**src/pss_pkg.sv**
```systemverilog
package pss_pkg;

	localparam int ADDR_W = 5;
	localparam int DATA_W = 16;
	localparam int FC_W = 8;
	localparam int IRQ_W = 4;

	// register offsets
	localparam logic [ADDR_W-1:0] OFS_SUMMARY = 5'h10;
	localparam logic [ADDR_W-1:0] OFS_FC_COUNT = 5'h14;
	localparam logic [ADDR_W-1:0] OFS_IRQ_STATUS = 5'h1A;
	localparam logic [ADDR_W-1:0] OFS_IRQ_MASK = 5'h1B;

	// status summary field positions
	localparam int SUM_LINK_BIT = 0;
	localparam int SUM_SPEED_IS_TEN_MEG_BIT = 1;
	localparam int SUM_DUPLEX_BIT = 2;
	localparam int SUM_LOOPBACK_BIT = 3;
	localparam int SUM_AN_DONE_BIT = 4;
	localparam int SUM_JABBER_BIT = 5;
	localparam int SUM_FC_LATCH_BIT = 11;

	// false carrier count field
	localparam int FC_LSB = 0;
	localparam int FC_MSB = 7;
	localparam logic [FC_W-1:0] FC_RESET = 8'h00;
	localparam logic [FC_W-1:0] FC_ONE = 8'h01;
	localparam logic [FC_W-1:0] FC_MAX = 8'hFF;

	// interrupt status and mask bit positions
	localparam int IRQ_FC_BIT = 0;
	localparam int IRQ_LINK_BIT = 1;
	localparam int IRQ_JABBER_BIT = 2;
	localparam int IRQ_AN_DONE_BIT = 3;

	localparam logic [DATA_W-1:0] DATA_ZERO = 16'h0000;
	localparam logic [IRQ_W-1:0] IRQ_RESET = 4'h0;

	// live status from the phy core
	typedef struct packed {
		logic jabber;
		logic an_done;
		logic loopback;
		logic full_duplex;
		logic speed_is_ten_meg;
		logic link_up;
	} pss_status_t;

	localparam pss_status_t STATUS_RESET = '{default: 1'b0};

	typedef struct packed {
		pss_status_t mirror;
		logic fc_latch;
		logic [IRQ_W-1:0] irq_status;
		logic [IRQ_W-1:0] irq_mask;
		logic [DATA_W-1:0] rd_data;
		logic irq;
	} pss_top_state_t;

	typedef struct packed {
		logic [FC_W-1:0] count;
	} pss_cnt_state_t;

endpackage

```
**src/pss_sat_counter.sv**
```systemverilog
`timescale 1ns/1ps
module pss_sat_counter (
	input wire logic ref_clk,
	input wire logic reset,
	input wire logic inc,
	input wire logic clr,
	output logic [pss_pkg::FC_W-1:0] count
);
	pss_pkg::pss_cnt_state_t st_r;
	pss_pkg::pss_cnt_state_t st_nxt;

	always_comb begin
		st_nxt = st_r;
		// an event in the clearing cycle is kept as the first count
		if (clr) begin
			st_nxt.count = inc ? pss_pkg::FC_ONE : pss_pkg::FC_RESET;
		end else if (inc && st_r.count != pss_pkg::FC_MAX) begin
			st_nxt.count = st_r.count + pss_pkg::FC_ONE;
		end
		// no wrap, so a full count still means at least that many events
	end

	always_ff @(posedge ref_clk) begin
		if (reset) begin
			st_r.count <= pss_pkg::FC_RESET;
		end else begin
			st_r <= st_nxt;
		end
	end

	assign count = st_r.count;
endmodule

```
**src/pss_phy_status.sv**
```systemverilog
`timescale 1ns/1ps
// What this block does
// - jabber detected shown in summary bit 5
// - jabber mirrors basic status, read keeps it
// - bit 4 high once autonegotiation completes
// - bit 3 high while loopback enabled
// - bit 2 resolved duplex, one is full
// - bit 1 resolved speed, one is ten
// - bit 0 high while valid link exists
// - link mirrors basic status, read keeps it
// - count register upper byte zero, writes ignored
// - eight bit false carrier event counter
// - counter sticks at its maximum value
// - counter resets zero, read only, clears on read
// - summary latch set by event, cleared counter read
module pss_phy_status (
	input wire logic ref_clk,
	input wire logic reset,
	input wire pss_pkg::pss_status_t phy_status,
	input wire logic false_carrier_event,
	input wire logic [pss_pkg::ADDR_W-1:0] addr,
	input wire logic [pss_pkg::DATA_W-1:0] wr_data,
	input wire logic wr_en,
	input wire logic rd_en,
	output logic [pss_pkg::DATA_W-1:0] rd_data,
	output logic irq
);
	pss_pkg::pss_top_state_t st_r;
	pss_pkg::pss_top_state_t st_nxt;
	logic [pss_pkg::FC_W-1:0] fc_count;
	logic fc_read;
	logic [pss_pkg::IRQ_W-1:0] irq_events;
	logic [pss_pkg::DATA_W-1:0] summary_word;
	logic [pss_pkg::DATA_W-1:0] fc_word;

	assign fc_read = rd_en && addr == pss_pkg::OFS_FC_COUNT;

	pss_sat_counter u_fc_count (
		.ref_clk(ref_clk),
		.reset(reset),
		.inc(false_carrier_event),
		.clr(fc_read),
		.count(fc_count)
	);

	always_comb begin
		summary_word = pss_pkg::DATA_ZERO;
		summary_word[pss_pkg::SUM_JABBER_BIT] = st_r.mirror.jabber;
		summary_word[pss_pkg::SUM_AN_DONE_BIT] = st_r.mirror.an_done;
		summary_word[pss_pkg::SUM_LOOPBACK_BIT] = st_r.mirror.loopback;
		summary_word[pss_pkg::SUM_DUPLEX_BIT] = st_r.mirror.full_duplex;
		summary_word[pss_pkg::SUM_SPEED_IS_TEN_MEG_BIT] = st_r.mirror.speed_is_ten_meg;
		summary_word[pss_pkg::SUM_LINK_BIT] = st_r.mirror.link_up;
		summary_word[pss_pkg::SUM_FC_LATCH_BIT] = st_r.fc_latch;
		fc_word = pss_pkg::DATA_ZERO;
		fc_word[pss_pkg::FC_MSB:pss_pkg::FC_LSB] = fc_count;
	end

	always_comb begin
		irq_events = pss_pkg::IRQ_RESET;
		irq_events[pss_pkg::IRQ_FC_BIT] = false_carrier_event;
		irq_events[pss_pkg::IRQ_LINK_BIT] = phy_status.link_up != st_r.mirror.link_up;
		irq_events[pss_pkg::IRQ_JABBER_BIT] = phy_status.jabber && !st_r.mirror.jabber;
		irq_events[pss_pkg::IRQ_AN_DONE_BIT] = phy_status.an_done && !st_r.mirror.an_done;
	end

	always_comb begin
		st_nxt = st_r;
		// plain copies; nothing here clears on a summary read
		st_nxt.mirror = phy_status;
		// set wins so an event during the clearing read is kept
		if (false_carrier_event) begin
			st_nxt.fc_latch = 1'b1;
		end else if (fc_read) begin
			st_nxt.fc_latch = 1'b0;
		end
		if (wr_en && addr == pss_pkg::OFS_IRQ_STATUS) begin
			st_nxt.irq_status = st_r.irq_status & ~wr_data[pss_pkg::IRQ_W-1:0];
		end
		st_nxt.irq_status = st_nxt.irq_status | irq_events;
		if (wr_en && addr == pss_pkg::OFS_IRQ_MASK) begin
			st_nxt.irq_mask = wr_data[pss_pkg::IRQ_W-1:0];
		end
		// writes to the summary and count offsets fall through untouched
		st_nxt.irq = |(st_nxt.irq_status & st_nxt.irq_mask);
		st_nxt.rd_data = pss_pkg::DATA_ZERO;
		if (rd_en) begin
			unique case (addr)
				pss_pkg::OFS_SUMMARY: begin
					st_nxt.rd_data = summary_word;
				end
				pss_pkg::OFS_FC_COUNT: begin
					st_nxt.rd_data = fc_word;
				end
				pss_pkg::OFS_IRQ_STATUS: begin
					st_nxt.rd_data[pss_pkg::IRQ_W-1:0] = st_r.irq_status;
				end
				pss_pkg::OFS_IRQ_MASK: begin
					st_nxt.rd_data[pss_pkg::IRQ_W-1:0] = st_r.irq_mask;
				end
				default: begin
					st_nxt.rd_data = pss_pkg::DATA_ZERO;
				end
			endcase
		end
	end

	always_ff @(posedge ref_clk) begin
		if (reset) begin
			st_r.mirror <= pss_pkg::STATUS_RESET;
			st_r.fc_latch <= 1'b0;
			st_r.irq_status <= pss_pkg::IRQ_RESET;
			st_r.irq_mask <= pss_pkg::IRQ_RESET;
			st_r.rd_data <= pss_pkg::DATA_ZERO;
			st_r.irq <= 1'b0;
		end else begin
			st_r <= st_nxt;
		end
	end

	assign rd_data = st_r.rd_data;
	assign irq = st_r.irq;
endmodule

```
**config.mk**
```make
export PLATFORM = sky130hd
export DESIGN_NAME = pss_phy_status
export DESIGN_NICKNAME = d
export VERILOG_FILES = /design/src/pss_pkg.sv /design/src/pss_sat_counter.sv /design/src/pss_phy_status.sv
export SDC_FILE = /design/constraint.sdc
export NUM_CORES = 1
export LEC_CHECK = 0
export BUFFER_PORTS_ARGS = -buffer_cell sky130_fd_sc_hd__buf_4
export CORE_ASPECT_RATIO = 1.5
export CORE_MARGIN = 3
export CORE_UTILIZATION = 47
export DETAILED_ROUTE_END_ITERATION = 10
export PLACE_DENSITY_LB_ADDON = 0.1
export SYNTH_ARGS = -nofsm -noshare
export SYNTH_HDL_FRONTEND = slang
export SYNTH_HIERARCHICAL = 1
export SYNTH_SLANG_ARGS = --single-unit
```
**constraint.sdc**
```tcl
create_clock -name ref_clk -period 1.5 [get_ports ref_clk]
set_clock_uncertainty 0.05 [all_clocks]
set_input_delay 0.075 -clock ref_clk [delete_from_list [all_inputs] [get_ports ref_clk]]
set_output_delay 0.075 -clock ref_clk [all_outputs]
set_load 0.005 [all_outputs]
```
After elaboration in Yosys (flattened, before gate mapping)
Cells that the tools add are included.
Widths: inputs -> output; s select.
{"block": "totals", "regBits": 40, "in_bits": 32, "output_inout_bits": 17, "elab_cells": 45}
{"block": "classes", "addsub": 1, "eq_ne": 6, "n_mux": 9, "n_bitwise": 5, "n_reduce_logical": 12}
{"op": "$eq 5x5->1 const B", "n": 4}
{"op": "$mux 8", "n": 2}
{"op": "$pmux 4 s4", "n": 1}
{"op": "$pmux 8 s2", "n": 1}
{"op": "$add 8x1->8 const B", "n": 1}
{"op": "$and 4x4->4", "n": 2}
{"op": "$mux 4", "n": 2}
{"op": "$ne 8x8->1 const B", "n": 1}
{"op": "$logic_and 1x1->1", "n": 6}
{"op": "$not 4->4", "n": 1}
{"op": "$or 4x4->4", "n": 1}
{"op": "$reduce_bool 2->1", "n": 2}
{"op": "$reduce_or 4->1", "n": 1}
{"op": "$mux 1", "n": 3}
{"op": "$logic_not 1->1", "n": 2}
{"op": "$reduce_or 2->1", "n": 1}
{"op": "$ne 1x1->1", "n": 1}
{"op": "$not 1->1", "n": 1}

Depth between registers and ports, before layout
Gate-level depths: netlist (run 1).
{"block": "logic_depth", "word_depth": 6, "ltp_mapped": 6, "ltp_nobuf": 6}

Cells and area by module
Netlist (run 1), hierarchy kept.
{"module": "pss_phy_status", "n_inst": 1, "cells_per_inst": 135, "area_per_inst_um2": 1238.7, "seq_area_each_um2": 500.5}
{"module": "pss_sat_counter", "n_inst": 1, "cells_per_inst": 53, "area_per_inst_um2": 444.2, "seq_area_each_um2": 160.2}

Worst setup path after synthesis (run 1)
OpenSTA, ideal clock, no wires.
{"block": "synth_path", "kind": "reg2reg", "startpoint": "reg, netlist name u_fc_count/count[0]", "endpoint": "reg, netlist name u_fc_count/count[1]", "setup_time_ns": 0.072, "arrival_time_ns": 1.167, "t_required_ns": 1.378, "setup_slack_ns": 0.211, "path_stages_with_launch": 5, "path_buffers": 0, "synth_period_minus_slack_ns": 1.289, "cell_sequence": "dfxtp_1 ha_1 and4_1 a31oi_1 mux2i_1"}
{"block": "synth_between", "elab_chain_cells": 3, "elab_cells_between_ends": 6, "cone_classes": "add/sub: 1; eq/ne: 1; mux: 2; reduce/logical: 2"}
{"item": "$add 8x1->8 / $ne 8x8->1 (equally long branches)", "line": "pss_sat_counter.sv:18, pss_sat_counter.sv:17"}
{"item": "$mux 8 / $logic_and 1x1->1 (equally long branches)", "line": "pss_sat_counter.sv:17", "rtl": "end else if (inc && st_r.count != pss_pkg::FC_MAX) begin"}
{"item": "$mux 8 / $reduce_bool 2->1 (equally long branches)"}
Parallel ways exist; a longest one is shown, timed or not. The select of a mux whose other input is x is not followed.
A chain may end at the register's enable or synchronous reset.

Final worst setup path (run 1)
{"block": "layout_path", "startpoint": "reg, netlist name u_fc_count/count[0]", "endpoint": "reg, netlist name u_fc_count/count[1]"}
{"block": "layout_between", "elab_chain_cells": 3, "elab_cells_between_ends": 6, "cone_classes": "add/sub: 1; eq/ne: 1; mux: 2; reduce/logical: 2"}
{"item": "$add 8x1->8 / $ne 8x8->1 (equally long branches)", "line": "pss_sat_counter.sv:18, pss_sat_counter.sv:17"}
{"item": "$mux 8 / $logic_and 1x1->1 (equally long branches)", "line": "pss_sat_counter.sv:17"}
{"item": "$mux 8 / $reduce_bool 2->1 (equally long branches)"}
Parallel ways exist; a longest one is shown, timed or not. The select of a mux whose other input is x is not followed.

==> results of run 1 <==
[layout by cell type (no fill, tap or decap), drive strengths merged, types with 6 or more instances in the layout]
cell,count
nor2,12
a21oi,14
buf,37
dlygate4sd3,6
nand2,12
o21ai,8
dfxtp,33
conb,7
inv,9
nor2b,13
clkbuf,7
[worst max-delay path by stage]
stage / endpoint / slack (ns) / cells past startpoint
finish: u_fc_count/count[1] / 0.11 / 4
global route: u_fc_count/count[4] / 0.003 / 4
CTS: u_fc_count/count[5] / 0.02 / 4
detailed placement: u_fc_count/count[5] / 0.03 / 4
global placement: u_fc_count/count[7] / 0.09 / 7
floorplan: u_fc_count/count[1] / 0.21 / 4
[area by class of cell]
| cell class | count | area [µm²] | area share (%) |
|---|---|---|---|
| multi-input cells | 131 | 868 | 42.0 |
| repair buffers | 43 | 338 | 16.3 |
| well taps | 42 | 52.6 | 2.54 |
| inverters | 9 | 33.8 | 1.63 |
| clock buffers | 7 | 86.3 | 4.17 |
| clock inverters | 1 | 30.0 | 1.45 |
| flip-flops and latches | 33 | 661 | 31.9 |
[cells by family (layout without fill, tap and decap cells)]
logic type	after synthesis	count (layout)	synth area share, %
muxes	7	7	4.46
other	1	7	0.223
buffers and inverters	30	60	11.2
DFF	33	33	39.3
xor gates and xnor gates	1	1	0.521
AOI/OAI and AO/OA	48	48	20.7
adders and majority gates	1	1	0.743
and+or+nand+nor	67	67	22.9
[power by group through the flow]
| stage | Clock [mW] | Sequential (mW) | Combinational [mW] |
|---|---|---|---|
| after floorplan | 0 | 0.933 | 0.114 |
| after global placement | 0 | 0.935 | 0.179 |
| after detailed placement | 0 | 0.937 | 0.186 |
| after CTS | 0.877 | 0.917 | 0.201 |
| after global routing | 0.918 | 0.919 | 0.225 |
| final | 0.849 | 0.918 | 0.204 |
[worst max-delay path: stages, from the launching register on]
cell and delay [ns]:
dfxtp_1 0.31, ha_1 0.28, and4_1 0.28, a31oi_1 0.21, mux2i_1 0.19
[routing by layer]
layer	wire length, µm	GRT usage (%)
met1	1640	24.1
met2	2220	36.6
met3	166	5.82
met4	33	6.48
met5	0	0
[registers in the layout, indices dropped and copies added (netlist names)]
register          flops
st_r                 15
rd_data               9
u_fc_count/count      8
irq                   1
[timing repair]
item,CTS,global route
gates resized for setup,0,2
hold buffers,6,0
endpoints found under the setup margin,0,2
hold endpoints to repair,6,0
[metrics by stage]
stage          std cells  util [%]  hold slack, ns  setup slack, ns  cell area, µm²
6_report             266      60.6          0.0177            0.106            2070
5_1_grt              266      60.6         0.00477          0.00301            2070
4_1_cts              266      60.2         0.00963           0.0150            2060
3_5_place_dp         252      55.1           0.248           0.0259            1880
3_3_place_gp         252      55.1           0.239           0.0877            1880
2_1_floorplan        194         -          0.0944            0.211            1710
==> impl_metrics.ini, run 1 <==
[route]
vias_per_cell = 5.58
ant_nets = 0
first_iter_violations = 89
vias = 1483
wl_per_cell_um = 15.3
routed_wl_um = 4070
drc = 0
drt_first_pass_iters = 5

[critical_path]
r2r-start = u_fc_count/count[0]
path_class = flip-flop to flip-flop
arrival_ns = 1.55
reg2reg_depth = 4
crit_required_ns = 1.66
worst-path-max-fanout = 7
worst_setup_path_end_kind = flip-flop
start_kind = flip-flop
r2r-end = u_fc_count/count[1]
rrSetupSlack_ns = 0.11
startpoint = u_fc_count/count[0]

[yosys]
ys_types = 47
seq_area_frac_synth_pct = 39.3
postSynthCellCount = 188
synth.area.top_cells = dfxtp_1 (39%), buf_4 (8.0%), nor2b_1 (4.8%), a21oi_1 (3.9%), mux2_2 (2.7%)
synth_area_um2 = 1680
syn_avg_cell_area_um2 = 8.95
synth_edf_count = 0
synth_area_leader_cell = dfxtp_1
synth.ff_latch_count = 33
synthArstFlopShare_pct = 0
synth_commonest_cells = dfxtp_1 (33), buf_4 (18), a21oi_1 (13), nor2b_1 (13)
synth_most_common_cell = dfxtp_1
synth_warnings = 6
synth_ff_type = dfxtp_1
synthDominantCellAreaShare_pct = 39.3

[timing]
finalCritPeriodShare_pct = 93.0
rsz0062_at_grt = no
final-setup-viol-count = 0
fmax_ghz = 0.717
max_slew_margin_pct = 63.9
worst_pin_slew_ns = 0.539
period_needed_ns = 1.39
final.setup.tns_ns = 0
hold_viol = 0
drv_slew = 0

[pwr]
power_mw = 1.97
p_sw_mw = 0.428
powerDensity_nw_per_um2 = 952
power_frac_comb_pct = 10.3
p_seq_share_pct = 46.6
vdd_drop_max_uv = 648
p_int_mw = 1.54
p_leak_nw = 0.876
clkPwrFrac_pct = 43.1
sw_frac_of_total_pct = 21.7

[final_layout]
synthToLayoutAreaGrowth_pct = 23.0
n_fill_cell = 319
antenna_cells = 0
drive_above_1_share_pct = 25.9
nets = 256

[clocking]
post_cts_buffers = 0
htreeDepth = 2
cts.sinks = 33
tritoncts = built
cts_root_buf = clkbuf_8
clk_latency_ns = 0.28
cts_buffers = 5
clk_path_buf_depth = 2
path_clk_slew_ns = 0.06

[run]
timing.max_cap.violations = 0

[floorplan]
die_w_um = 54.9
rows = 26
io_pins = 49
start_util_pct = 49.3
dieArea_um2 = 4350
core_area_um2 = 3420
die_h_um = 79.3

[hold_path]
min_to = st_r[19]
hp-class = input pin to flip-flop
hold_path_startpoint = wr_data[2]
hold-path-cell-count = 3

[placed_design]
hpwl_um = 3090
gp_congestion = 0.774
io_buffer_count = 29

[global_routing]
globalRouteOverflowTotal = 0
grt_pass1_wl_um = 6590
antenna_found_initial = 0
grt_pass1_vias = 1412
grt_max_degree = 21
grtUsageTotal_pct = 21.2

[run_status]
outcome = finished clean
Power figures use the tool's default switching activity.
==> run 2, diff against run 1 <==
--- a/config.mk
+++ b/config.mk
@@ -7,10 +7,9 @@
 export LEC_CHECK = 0
 export BUFFER_PORTS_ARGS = -buffer_cell sky130_fd_sc_hd__buf_4
 export CORE_ASPECT_RATIO = 1.5
-export CORE_MARGIN = 3
 export CORE_UTILIZATION = 47
 export DETAILED_ROUTE_END_ITERATION = 10
-export PLACE_DENSITY_LB_ADDON = 0.1
+export PLACE_DENSITY_LB_ADDON = 0.3
 export SYNTH_ARGS = -nofsm -noshare
 export SYNTH_HDL_FRONTEND = slang
 export SYNTH_HIERARCHICAL = 1
==> run 2 against run 1 <==
  * Utilization is 0.84 points lower
  * Worst setup slack worse by 0.043 ns
  * Sequential power is 0.5% higher
  * Critical endpoint is now irq
  * Largest cell class unchanged
  * Largest power group unchanged
==> impl_metrics.ini, run 2 (synthesized netlist as in run 1, its figures left out) <==
[route]
first_iter_violations = 54
vias = 1493
vias_per_cell = 5.68
drt_first_pass_iters = 5
wl_per_cell_um = 14.9
drc = 0
routed_wl_um = 3930
ant_nets = 0

[critical_path]
worst-path-max-fanout = 3
path_class = input pin to flip-flop
r2r-end = irq
start_kind = input pin
arrival_ns = 1.60
worst_setup_path_end_kind = flip-flop
slowest_delay_ns = 0.54
crit_required_ns = 1.66
crit_chain = dlygate4sd3_1 > buf_4 > xor2_1 > o31ai_1 > a211o_1 > a41oi_2
reg2reg_depth = 4
slowest_stage = dlygate4sd3_1
rrSetupSlack_ns = 0.13
r2r-start = st_r[26]

[final_layout]
layout_common_cells = buf_4 (35), dfxtp_1 (32), nor2b_1 (13), a21oi_1 (13)
antenna_cells = 0
layout_commonest_cell = buf_4
max_flop_register = st_r
top_regs = st_r: 15 flops, rd_data: 9 flops, u_fc_count/count: 8 flops
drive_above_1_share_pct = 25.8
nets = 254
synthToLayoutAreaGrowth_pct = 21.3
largest_register_ff_count = 15

[hold_path]
hp-class = input pin to flip-flop
min_to = st_r[19]
hold-path-cell-count = 3
hold_path_startpoint = wr_data[2]

[timing]
hold_ws_ns = 0.0134
drv_slew = 0
period_needed_ns = 1.44
worst_pin_slew_ns = 0.648
rsz0062_at_grt = no
finalCritPeriodShare_pct = 95.8
final-setup-viol-count = 0
final.setup.tns_ns = 0
hold_viol = 0
fmax_ghz = 0.696
max_slew_margin_pct = 56.7

[floorplan]
die_h_um = 75.3
die_w_um = 50.9
dieArea_um2 = 3830
start_util_pct = 49.3
core_area_um2 = 3420
rows = 26
io_pins = 49

[clocking]
tritoncts = built
clk_latency_ns = 0.28
clk_path_buf_depth = 2
cts_root_buf = clkbuf_8
cts.sinks = 33
path_clk_slew_ns = 0.07
post_cts_buffers = 0
htreeDepth = 2
cts_buffers = 5

[global_routing]
antenna_found_initial = 0
grt_pass1_vias = 1405
grt_pass1_wl_um = 6240
grtUsageTotal_pct = 21.8
grt_max_degree = 21
globalRouteOverflowTotal = 0

[pwr]
vdd_drop_max_uv = 731
power_mw = 1.78
powerDensity_nw_per_um2 = 874
p_leak_nw = 0.850

[run_status]
outcome = finished clean

[run]
timing.max_cap.violations = 0

[placed_design]
io_buffer_count = 29
gp_congestion = 0.856
hpwl_um = 2910
==> run 2: worst max path at each step <==
stage                                endpoint  slack [ns]           startpoint  depth (start not counted)
after detailed placement  u_fc_count/count[4]      -0.004              addr[3]                          7
after floorplan           u_fc_count/count[1]        0.21  u_fc_count/count[0]                          4
final                                     irq        0.06        phy_status[0]                          6
after CTS                 u_fc_count/count[4]        0.02  u_fc_count/count[0]                          4
after global routing                      irq        0.01        phy_status[0]                          6
after global placement    u_fc_count/count[4]        0.06              addr[3]                          7
==> run 2: cell type report <==
class / count / area, µm²
tap: 42 / 52.6
sequential: 33 / 662
multi-input combinational: 131 / 883
inverter: 9 / 33.8
fill: 317 / 1380
timing repair buffer: 41 / 323
clock buffer: 7 / 86.3
==> run 2: per-layer routing <==
metal  global-route usage (%)  wire length, µm  part of all wire [%]
met5                        0                0                     0
met4                     6.79               36                  0.92
met3                     5.25              161                   4.1
met2                     41.6             2140                    55
met1                     23.2             1590                    40
==> run 2: report_power, final <==
| part | leakage [nW] | total (mW) | switching, mW | internal, mW |
|---|---|---|---|---|
| combinational | 0.535 | 0.196 | 0.0977 | 0.0983 |
| sequential | 0.270 | 0.923 | 0.0206 | 0.903 |
| clock | 0.0443 | 0.665 | 0.301 | 0.364 |
| total | 0.850 | 1.78 | 0.419 | 1.36 |
==> run 2: metrics by stage <==
step	setup WS (ns)	utilization [%]	instance area [µm²]	instances
final	0.0629	59.7	2040	263
after global routing	0.0134	59.7	2040	263
after CTS	0.0161	58.9	2010	263
after detailed placement	-0.00361	54.6	1870	250
after global placement	0.0560	54.6	1870	250
after floorplan	0.211	-	1710	194
==> run 2: repair_timing <==
item | 4_1_cts | 5_1_grt
hold buffers | 6 | 0
endpoints found under the hold margin | 6 | 0
endpoints found under the setup margin | 0 | 4
gates resized for setup | 0 | 6
==> run 2: critical path, delay by kind of cell <==
kind	cells	cell delay, ns
compound gates	3	0.62
xor+xnor	1	0.23
buf+inv	2	0.68
